**src/rtl/i2cfe_map.vh**
```
`ifndef I2CFE_MAP_VH
`define I2CFE_MAP_VH
// Register indices on the plain port (address is a register index).
`define I2CFE_REG_CTRL 4'h0
`define I2CFE_REG_STAT 4'h1
`define I2CFE_REG_MASK 4'h2
`define I2CFE_REG_ADDR 4'h3
`define I2CFE_REG_TXD 4'h4
`define I2CFE_REG_RXD 4'h5
`define I2CFE_REG_DIV 4'h6
// Control fields.
`define I2CFE_CTRL_EN 0
`define I2CFE_CTRL_HWDEC 1
`define I2CFE_CTRL_WAKE 2
`define I2CFE_CTRL_PINSET 3
`define I2CFE_CTRL_TXRDY 4
`define I2CFE_CTRL_RXRDY 5
`define I2CFE_CTRL_RATE50 6
`define I2CFE_CTRL_RELEASE 7
// Status event bits.
`define I2CFE_ST_MATCH 0
`define I2CFE_ST_RXBYTE 1
`define I2CFE_ST_TXBYTE 2
`define I2CFE_ST_STOP 3
`define I2CFE_ST_NAKWR 4
// Reset values.
`define I2CFE_CTRL_RST 8'h00
`define I2CFE_ADDR_RST 7'h08
`define I2CFE_DIV_RST 8'h3E
// Oversampling ratios.
`define I2CFE_OVS_FAST 6'd16
`define I2CFE_OVS_SLOW 6'd32
// Timing: bus rate and clock rate used for the default divider.
`define I2CFE_CLK_HZ 100000000
`define I2CFE_BUS_HZ 100000
`define I2CFE_OVS_N 16
`endif

```
**src/rtl/i2cfe_top.v**
```verilog
// The implementer's own choices: the address-and-strobe port and the register addresses.
`timescale 1ns/1ps
`default_nettype none
`include "i2cfe_map.vh"
module i2cfe_top
(
  // Clock and reset.
  input wire i_clk,
  input wire i_rstn,
  // Register port.
  input wire [3:0] i_addr,
  input wire [7:0] i_wdata,
  input wire i_wr,
  input wire i_rd,
  output reg [7:0] o_rdata,
  // Bus lines, sampled levels and open-drain drive (oe low drives low).
  input wire i_scl,
  input wire i_sda,
  output reg o_scl_o,
  output reg o_scl_oe_n,
  output reg o_sda_o,
  output reg o_sda_oe_n,
  // Events.
  output reg o_irq,
  output reg o_wake
);
  // ************************************************************
  // Registers
  // ************************************************************
  reg [7:0] ctrl;
  reg [4:0] stat;
  reg [4:0] mask;
  reg [6:0] own_addr;
  reg [7:0] txd;
  reg [7:0] rxd;
  reg [7:0] div;
  reg [7:0] div_cnt;
  reg [5:0] ovs_cnt;
  reg tick;
  reg bit_tick;
  reg scl_q;
  reg sda_q;
  reg [2:0] state;
  reg [3:0] bitn;
  reg [7:0] sh;
  reg rw;
  reg drive_sda;
  reg stretch;
  reg [4:0] ev;
  wire en = ctrl[`I2CFE_CTRL_EN];
  wire [5:0] ovs_max = ctrl[`I2CFE_CTRL_RATE50] ? `I2CFE_OVS_SLOW :
    `I2CFE_OVS_FAST;
  wire scl_rise = i_scl & ~scl_q;
  wire scl_fall = ~i_scl & scl_q;
  wire start_c = scl_q & i_scl & sda_q & ~i_sda;
  wire stop_c = scl_q & i_scl & ~sda_q & i_sda;
  wire addr_hit = (sh[7:1] == own_addr);
  wire wake_ok = ctrl[`I2CFE_CTRL_WAKE] & ctrl[`I2CFE_CTRL_HWDEC];
  // The engine walks one byte frame at a time.
  // Idle waits for a start condition on the sampled lines.
  // The address state shifts in seven address bits and the direction bit.
  // The hold state keeps the clock low until software lets it go.
  // The acknowledge state keeps data low until the clock falls after an address match, but leaves it released when entered after a read byte's answer.
  // The write states take a byte and then answer it.
  // The read states shift a byte out and then look at the master's answer.
  // A stop or a new start always wins over whatever state is current.
  localparam S_IDLE = 3'd0;
  localparam S_ADDR = 3'd1;
  localparam S_AACK = 3'd2;
  localparam S_HOLD = 3'd3;
  localparam S_WR = 3'd4;
  localparam S_WACK = 3'd5;
  localparam S_RD = 3'd6;
  localparam S_RACK = 3'd7;
  // ************************************************************
  // Register access
  // ************************************************************
  always @(posedge i_clk)
  begin
    if (!i_rstn)
    begin
      ctrl <= `I2CFE_CTRL_RST;
      mask <= 5'h00;
      own_addr <= `I2CFE_ADDR_RST;
      txd <= 8'hFF;
      div <= `I2CFE_DIV_RST;
      o_rdata <= 8'h00;
      stat <= 5'h00;
      o_irq <= 1'b0;
    end
    else
    begin
      // A read clears status, but a new event in the same cycle survives.
      if (i_rd && i_addr == `I2CFE_REG_STAT)
        stat <= ev;
      else
        stat <= stat | ev;
      o_irq <= |((stat | ev) & mask);
      if (i_wr)
      begin
        case (i_addr)
          `I2CFE_REG_CTRL: ctrl <= i_wdata;
          `I2CFE_REG_MASK: mask <= i_wdata[4:0];
          `I2CFE_REG_ADDR: own_addr <= i_wdata[6:0];
          `I2CFE_REG_TXD: txd <= i_wdata;
          `I2CFE_REG_DIV: div <= i_wdata;
          default: ;
        endcase
      end
      if (i_rd)
      begin
        case (i_addr)
          `I2CFE_REG_CTRL: o_rdata <= ctrl;
          `I2CFE_REG_STAT: o_rdata <= {3'h0, stat};
          `I2CFE_REG_MASK: o_rdata <= {3'h0, mask};
          `I2CFE_REG_ADDR: o_rdata <= {1'b0, own_addr};
          `I2CFE_REG_TXD: o_rdata <= txd;
          `I2CFE_REG_RXD: o_rdata <= rxd;
          `I2CFE_REG_DIV: o_rdata <= div;
          default: o_rdata <= 8'h00;
        endcase
      end
      else
        o_rdata <= 8'h00;
      // Read data stand for one cycle only, so a master that samples late
      // sees zero rather than a stale value from an older read.
    end
  end
  // ************************************************************
  // Oversampling tick
  // ************************************************************
  // The divider yields the sample tick; sixteen or thirty-two ticks make a
  // bit, so the bit period is fixed by software through the divider.
  // Lines are only looked at on a tick, which filters short glitches but
  // means that software must keep the tick well above the bus rate.
  // Disabling the block clears the sampled levels back to the idle high,
  // so no false edge is seen when it is enabled again.
  always @(posedge i_clk)
  begin
    if (!i_rstn || !en)
    begin
      div_cnt <= 8'h00;
      ovs_cnt <= 6'd0;
      tick <= 1'b0;
      bit_tick <= 1'b0;
      scl_q <= 1'b1;
      sda_q <= 1'b1;
    end
    else
    begin
      tick <= (div_cnt == div);
      div_cnt <= (div_cnt == div) ? 8'h00 : div_cnt + 8'h01;
      bit_tick <= 1'b0;
      if (tick)
      begin
        scl_q <= i_scl;
        sda_q <= i_sda;
        if (ovs_cnt == ovs_max - 6'd1)
        begin
          ovs_cnt <= 6'd0;
          bit_tick <= 1'b1;
        end
        else
          ovs_cnt <= ovs_cnt + 6'd1;
      end
    end
  end
  // ************************************************************
  // Slave engine
  // ************************************************************
  always @(posedge i_clk)
  begin
    if (!i_rstn || !en)
    begin
      state <= S_IDLE;
      bitn <= 4'h0;
      sh <= 8'h00;
      rw <= 1'b0;
      drive_sda <= 1'b0;
      stretch <= 1'b0;
      ev <= 5'h00;
      rxd <= 8'h00;
      o_wake <= 1'b0;
    end
    else
    begin
      ev <= 5'h00;
      o_wake <= 1'b0;
      if (tick && start_c)
      begin
        state <= S_ADDR;
        bitn <= 4'h0;
        drive_sda <= 1'b0;
        stretch <= 1'b0;
      end
      else if (tick && stop_c)
      begin
        // A stop ends any frame; the event is only raised when the engine is not idle,
        // so not after an address miss, a refused write or a read ended by a not-acknowledge.
        state <= S_IDLE;
        drive_sda <= 1'b0;
        stretch <= 1'b0;
        if (state != S_IDLE)
          ev[`I2CFE_ST_STOP] <= 1'b1;
      end
      else if (tick)
      begin
        case (state)
          S_IDLE: ;
          S_ADDR:
            if (scl_rise)
            begin
              sh <= {sh[6:0], i_sda};
              bitn <= bitn + 4'h1;
            end
            else if (scl_fall && bitn == 4'h8)
            begin
              rw <= sh[0];
              if (addr_hit || !ctrl[`I2CFE_CTRL_HWDEC])
              begin
                drive_sda <= 1'b1;
                stretch <= 1'b1;
                ev[`I2CFE_ST_MATCH] <= 1'b1;
                o_wake <= wake_ok & ctrl[`I2CFE_CTRL_PINSET];
                state <= S_HOLD;
              end
              else
                state <= S_IDLE;
            end
          S_HOLD:
            // Clock held low until the processor sets the release bit.
            if (ctrl[`I2CFE_CTRL_RELEASE])
            begin
              stretch <= 1'b0;
              state <= S_AACK;
            end
          S_AACK:
            // The falling clock ends the acknowledge bit; a read puts out
            // its first data bit at once, a write lets the data line go.
            if (scl_fall)
            begin
              bitn <= 4'h0;
              drive_sda <= rw & ~(ctrl[`I2CFE_CTRL_TXRDY] ? txd[7]
                : 1'b1);
              sh <= ctrl[`I2CFE_CTRL_TXRDY] ? {txd[6:0], 1'b1} : 8'hFF;
              state <= rw ? S_RD : S_WR;
            end
          S_WR:
            if (scl_rise)
            begin
              sh <= {sh[6:0], i_sda};
              bitn <= bitn + 4'h1;
            end
            else if (scl_fall && bitn == 4'h8)
            begin
              if (ctrl[`I2CFE_CTRL_RXRDY])
              begin
                drive_sda <= 1'b1;
                rxd <= sh;
                ev[`I2CFE_ST_RXBYTE] <= 1'b1;
              end
              else
                ev[`I2CFE_ST_NAKWR] <= 1'b1;
              state <= S_WACK;
            end
          S_WACK:
            // Without a receive buffer the frame is dropped after the
            // not-acknowledge, since nothing more can be stored.
            if (scl_fall)
            begin
              drive_sda <= 1'b0;
              bitn <= 4'h0;
              state <= ctrl[`I2CFE_CTRL_RXRDY] ? S_WR : S_IDLE;
            end
          S_RD:
            // Each falling clock moves the next bit out; after the eighth
            // the line is released so the master can answer.
            if (scl_fall)
            begin
              bitn <= bitn + 4'h1;
              if (bitn == 4'h7)
              begin
                drive_sda <= 1'b0;
                state <= S_RACK;
                ev[`I2CFE_ST_TXBYTE] <= 1'b1;
              end
              else
              begin
                drive_sda <= ~sh[7];
                sh <= {sh[6:0], 1'b1};
              end
            end
          S_RACK:
            // A high line means the master wants no more bytes.
            if (scl_rise)
              state <= i_sda ? S_IDLE : S_AACK;
          default: state <= S_IDLE;
        endcase
      end
    end
  end
  // ************************************************************
  // Line drivers
  // ************************************************************
  // Split output and enable let an outside multiplexer own the pads.
  // The output value is always low when driving but high when released, so a pad wired
  // without its enable would push a line high against another party.
  // The enable is taken straight from the block enable as well, so a
  // disable frees both lines on the next cycle even mid-frame.
  always @(posedge i_clk)
  begin
    if (!i_rstn)
    begin
      o_scl_o <= 1'b1;
      o_scl_oe_n <= 1'b1;
      o_sda_o <= 1'b1;
      o_sda_oe_n <= 1'b1;
    end
    else
    begin
      o_scl_o <= ~(en & stretch);
      o_scl_oe_n <= ~(en & stretch);
      o_sda_o <= ~(en & drive_sda);
      o_sda_oe_n <= ~(en & drive_sda);
    end
  end
endmodule
`default_nettype wire

```
**config.mk**
```make
export PLATFORM = sky130hd
export DESIGN_NAME = i2cfe_top
export DESIGN_NICKNAME = d
export VERILOG_FILES = /design/src/rtl/i2cfe_top.v
export VERILOG_INCLUDE_DIRS = /design/src /design/src/rtl
export SDC_FILE = /design/constraint.sdc
export NUM_CORES = 1
export LEC_CHECK = 0
export ABC_AREA = 1
export CORE_MARGIN = 8
export CORE_UTILIZATION = 60
export CTS_CLUSTER_DIAMETER = 60
export DETAILED_ROUTE_END_ITERATION = 12
export DONT_BUFFER_PORTS = 1
export GPL_TIMING_DRIVEN = 0
export PLACE_DENSITY = 0.76
export SETUP_SLACK_MARGIN = 0.15
export SLEW_MARGIN = 20
export SYNTH_ARGS = -nofsm -noshare
export SYNTH_HDL_FRONTEND = slang
export SYNTH_SLANG_ARGS = --single-unit
```
**constraint.sdc**
```tcl
create_clock -name i_clk -period 1.8 [get_ports i_clk]
set_clock_uncertainty 0.05 [all_clocks]
set_input_delay 0.36 -clock i_clk [delete_from_list [all_inputs] [get_ports i_clk]]
set_output_delay 0.36 -clock i_clk [all_outputs]
set_load 0.02 [all_outputs]
```
* Word-level counts from Yosys, hierarchy flattened
Index checks and enable logic that the tools add are counted.
** Cells by class
- Bitwise operators :: 32
- Eq/ne operators :: 42
- Reductions and logical operators :: 43
- Add/sub/neg operators :: 2
- Mux-type cells :: 49
** Operators by type and width (count)
- one-hot mux 8 bit (7 select lines) :: 1
- 2-to-1 mux 8 bit :: 5
- != test 4 bit, second input constant :: 10
- 2-to-1 mux 3 bit :: 11
- != test 2 bit, second input constant :: 13
- one-hot mux 8 bit (3 select lines) :: 1
- AND reduction 12 bit :: 2
- one-hot mux 3 bit (7 select lines) :: 1
- 2-to-1 mux 1 bit :: 20
- inverter 1 bit :: 18
- AND reduction 6 bit :: 3
- equality test 4 x 3 -> 1 bit, second input constant :: 4
- OR reduction 7 bit :: 2
- bitwise AND 1 bit :: 12
- equality test 3 bit, second input constant :: 4
- 2-to-1 mux 4 bit :: 3
- one-hot mux 4 bit (3 select lines) :: 1
- AND reduction 2 bit :: 6
- nonzero test 3 bit :: 4
- AND reduction 11 bit :: 1
- nonzero test 9 bit :: 1
- adder 8 x 1 -> 8 bit, second input constant :: 1
- equality test 4 x 2 -> 1 bit, second input constant :: 2
- equality test 8 bit :: 1
- 27 further kinds :: 41
** Word-level totals
- Output and inout bits :: 14
- Input port bits :: 18
- Flip-flop bits (word level) :: 95

* Depth between registers and ports, before layout
- Depth in word-level cells :: 9
- Mapped depth :: 11

* Worst setup path before layout
OpenSTA, ideal clock, no wires.
- Path kind :: reg2reg
- Start :: reg state[1]
- End :: reg sh[5]
- Setup time :: 0.115 ns
- Cell stages (with the launch flop) :: 11
- Clock period less this slack :: 1.552 ns
- Data arrival time :: 1.387 ns
- Path buffers :: 1
- Setup slack :: 0.248 ns
- Cells stage by stage :: dfxtp_1 > inv_2 > nand3_2 > nand2_2 > nor2_4 > buf_6 > nor2_1 > a21oi_1 > nand3_1 > nand2_1 > nor2_1
** On the way
- Word-level cells in the longest chain between the ends :: 4
- Elaborated cells on any way between the ends :: 12
- Classes of those cells :: eq/ne: 8; mux: 1; reduce/logical: 3
** RTL lines
- start: declaration :: RTL line i2cfe_top.v:43 : reg [2:0] state;
- start signal: assignment :: RTL line i2cfe_top.v:246 : state <= rw ? S_RD : S_WR;
- start signal: assignment :: RTL line i2cfe_top.v:273 : state <= ctrl[`I2CFE_CTRL_RXRDY] ? S_WR : S_IDLE;
- start signal: assignment :: RTL line i2cfe_top.v:296 : state <= i_sda ? S_IDLE : S_AACK;
- equality test 3 bit or equality test 3 x 1 -> 1 bit (tied branches) :: RTL line i2cfe_top.v:208 : case (state)
- OR reduction 2 bit (no source line)
- != test 2 x 1 -> 1 bit (no source line) or nonzero test 3 bit (tied branches)
- AND reduction 8 bit (no source line)
- end signal: assignment :: RTL line i2cfe_top.v:213 : sh <= {sh[6:0], i_sda};
- end signal: assignment :: RTL line i2cfe_top.v:245 : sh <= ctrl[`I2CFE_CTRL_TXRDY] ? {txd[6:0], 1'b1} : 8'hFF;
- end signal: assignment :: RTL line i2cfe_top.v:251 : sh <= {sh[6:0], i_sda};
- end: declaration :: RTL line i2cfe_top.v:45 : reg [7:0] sh;
Parallel ways exist; a longest one is shown, timed or not.
A chain may end at the register's enable or synchronous reset.

* Worst setup path after layout
- Start :: reg state[2]
- End :: reg sh[5]
The elaborated chain is that of the path after synthesis.

==> results_dict.tcl <==
set metrics [dict create \
    outcome "finished, final reports clean" \
    cap_viol_max_count 0 \
    vias 4433 \
    ant_nets 0 \
    mappedNetlistNets 671 \
    numCtsBuffers 9 \
    worst_setup_path_end_kind "flop" \
    detail_route.drc_violations 0 \
    grt_pass1_vias 4058 \
    synthToLayoutAreaGrowth_pct 12.38 \
    drt_wl_total_um 12980 \
    synth_area_per_cell_sq_um 7.089 \
    timing.final.hold_violations 0 \
    grt_pass1_wl_um 20390 \
    hpwl_um 9671 \
    layout.cells.most_common "nand2_1" \
    slew_limit_fails 0 \
    h-tree-depth 3 \
    yosysWarnings 0 \
    whs_path_depth 2 \
    critical_path.startpoint_type "flop" \
    reg2reg_setup_slack_ns 0.12 \
    worst_r2r_endpoint "sh[5]" \
    final_setup_slack_of_the_worst_path_ns 0.1244 \
    floorplan.rows 32 \
    grt_overflow 0 \
    power_density_mw_per_mm2 715.5 \
    detailed_place.area_sq_mm 0.004707 \
    final_min_period_over_clock_period 0.9309 \
    placement.io_buffers 0 \
    n_antenna_cell 0 \
    width_of_the_die_um 103.4 \
    critPathArrivalTime_ns 1.88 \
    rr_startpoint "state[2]" \
    dp_slack_ns -0.3199 \
    worst_hold_path_startpoint "i_wdata[2]" \
    finalWorstPathRequiredPeriod_ns 1.676 \
    tightestPinTransition_ns 0.5938 \
    hold_path_end "txd[2]" \
    dr.first_iter.drc_count 316 \
    dp.cells 748 \
    timing.critical_path.required_ns 2.01 \
    grtUsageTotal 0.2471 \
    root_buffer "clkbuf_8" \
    yosys_register_bits 95 \
    antenna_violations_before_repair 0 \
    die_height_um 103.4 \
    clk_transition_reported_paths_ns 0.09 \
    floorplan.die_area_sq_mm 0.01068 \
    syn_inst 646 \
    gp_congestion 0.9907 \
    rsz0062_at_grt "true" \
    ff2ff_path_depth 10 \
    power.static_leakage_uw 0.002002 \
    vdd_drop_max_v 0.0004031 \
    final_cell_mix "129 x nand2_1, 92 x dfxtp_1, 80 x nor2_1, 78 x inv_1, 51 x a21oi_1" \
    syn_area_sq_mm 0.004579 \
    maximum_number_of_pins_on_one_net_before_global_route_repair 17 \
    stdcell_count 778 \
    wl_per_cell_um 16.68 \
    cts.path.max_buffers 2 \
    detail_route.first_pass.iterations 5 \
    finalSetupViolations 0 \
    clock-sinks 95 \
    drive_gt1_frac 0.1257 \
    floorplan.core_area_sq_mm 0.007567 \
    cts_tree "built" \
    timing_worst_setup_path_type "reg -> reg" \
    power_uw 3682 \
    viasPerCell 5.698 \
    cts.hold.buffers_added 0 \
    seq_area_frac_synth 0.4153 \
    post_route_core_utilization 0.6801 \
    initial_core_util 0.6052 \
    nets 696 \
    rel_slew_slack 0.6041 \
    yosysUniqueCellTypes 38 \
    cp_max_fo 7 \
    finalInstanceArea_sq_mm 0.005146 \
    worstSkewPairLatency_ns 0.36 \
    num_io_pins 32 \
    fmax_ghz 0.5968 \
    min_path_type "in -> reg" \
]
-- metrics by stage --
stage | TNS [ns] | hold slack (ns)
2_1_floorplan | 0 | 0.3161
3_3_place_gp | -3.176 | 0.3232
3_5_place_dp | -3.174 | 0.3313
4_1_cts | 0 | 0.06011
5_1_grt | 0 | 0.05923
6_report | 0 | 0.07097
-- registers in the layout (all words and copies together) (netlist names), 7 cells and up --
signal    cells
own_addr      7
o_rdata       8
sh            8
rxd           8
ctrl          8
txd           8
div_cnt       8
div           8
-- critical path: stages, from the launching register on --
cell and delay (ns):
dfxtp_4 0.38, buf_4 0.15, nand3_4 0.09, nand2_2 0.10, nor2_4 0.20, buf_6 0.15, nor2_1 0.04, a21oi_1 0.19
nand3_1 0.11, nand2_1 0.07, nor2_1 0.04
-- how the worst max path moves through the flow --
stage / startpoint / to / slack, ns / cells past startpoint
6_report: state[2] / sh[5] / 0.12 / 10
5_1_grt: state[1] / state[1] / 0.06 / 8
4_1_cts: state[2] / bitn[1] / 0.13 / 9
3_5_place_dp: i_rstn / o_wake / -0.32 / 7
3_3_place_gp: i_rstn / o_wake / -0.32 / 7
2_1_floorplan: state[1] / sh[5] / 0.25 / 10
-- power by group --
part / internal [uW] / switching (uW) / leakage (uW)
registers: 2120 / 18.6 / 0.000770
logic: 37.4 / 96.9 / 0.00114
clock network: 651 / 763 / 0.0000933
-- Yosys cell counts --
| library cell | count | area share |
|---|---|---|
| nand3_2 | 6 | 0.013 |
| nand3_1 | 38 | 0.042 |
| a31oi_1 | 4 | 0.0055 |
| buf_2 | 1 | 0.0011 |
| nor3_1 | 11 | 0.012 |
| a211oi_1 | 8 | 0.013 |
| xor2_1 | 10 | 0.019 |
| a21oi_2 | 1 | 0.0019 |
| a21oi_4 | 1 | 0.0036 |
| clkbuf_1 | 8 | 0.0066 |
| inv_1 | 82 | 0.067 |
| dfxtp_1 | 95 | 0.42 |
| clkinv_1 | 2 | 0.0016 |
| nor2_1 | 88 | 0.072 |
| buf_4 | 3 | 0.0049 |
| o311ai_0 | 1 | 0.0019 |
| o21ai_0 | 36 | 0.039 |
| o211ai_1 | 8 | 0.013 |
| nor4_1 | 1 | 0.0014 |
| xnor2_1 | 4 | 0.0076 |
| nor3_2 | 1 | 0.0022 |
| a221oi_1 | 4 | 0.0076 |
| ha_1 | 7 | 0.019 |
| nor2_2 | 1 | 0.0014 |
| buf_6 | 3 | 0.0074 |
| inv_2 | 4 | 0.0033 |
| nand2_2 | 5 | 0.0068 |
| nand2_1 | 132 | 0.11 |
| o221ai_1 | 2 | 0.0038 |
| a21oi_1 | 53 | 0.058 |
| o2111ai_1 | 1 | 0.0019 |
| o22ai_1 | 12 | 0.016 |
| nor2_4 | 3 | 0.0074 |
| nor3b_1 | 1 | 0.0016 |
| or2_2 | 2 | 0.0027 |
| o21ai_2 | 2 | 0.0038 |
| o21ai_1 | 2 | 0.0022 |
| nand4_1 | 3 | 0.0041 |
-- routing by layer --
metal	part of all wire	up-vias	wire (um)	global-route usage
met5	0	-	0	0
met1	0.40	2023	5190	0.3056
met4	0.042	0	546	0.1101
li1	-	2163	-	-
met3	0.089	49	1161	0.04752
met2	0.47	198	6077	0.4073
-- cells by family after synthesis --
group / after synthesis / synth area share
buf+inv: 103 / 0.09208
simple gates: 292 / 0.2746
fa+ha+maj: 7 / 0.01912
xor+xnor: 14 / 0.02677
flops: 95 / 0.4153
compound gates: 135 / 0.1721
-- final cells by class --
class	instances	area [sq um]
Fill cell	639	2421
Multi-Input combinational cell	449	2361
Sequential cell	95	1913
Inverter	88	337.8
Clock buffer	10	127.6
Tap cell	102	127.6
Timing Repair Buffer	13	116.4
Buffer	15	95.09
Clock inverter	6	67.56
-- what timing repair did --
item,CTS,global route
setup endpoints to repair,28,29
pin swaps,1,6
buffers inserted,3,8
cloned,0,3
gates resized for setup,12,27
Note: power is estimated with default switching activity, not from simulation.
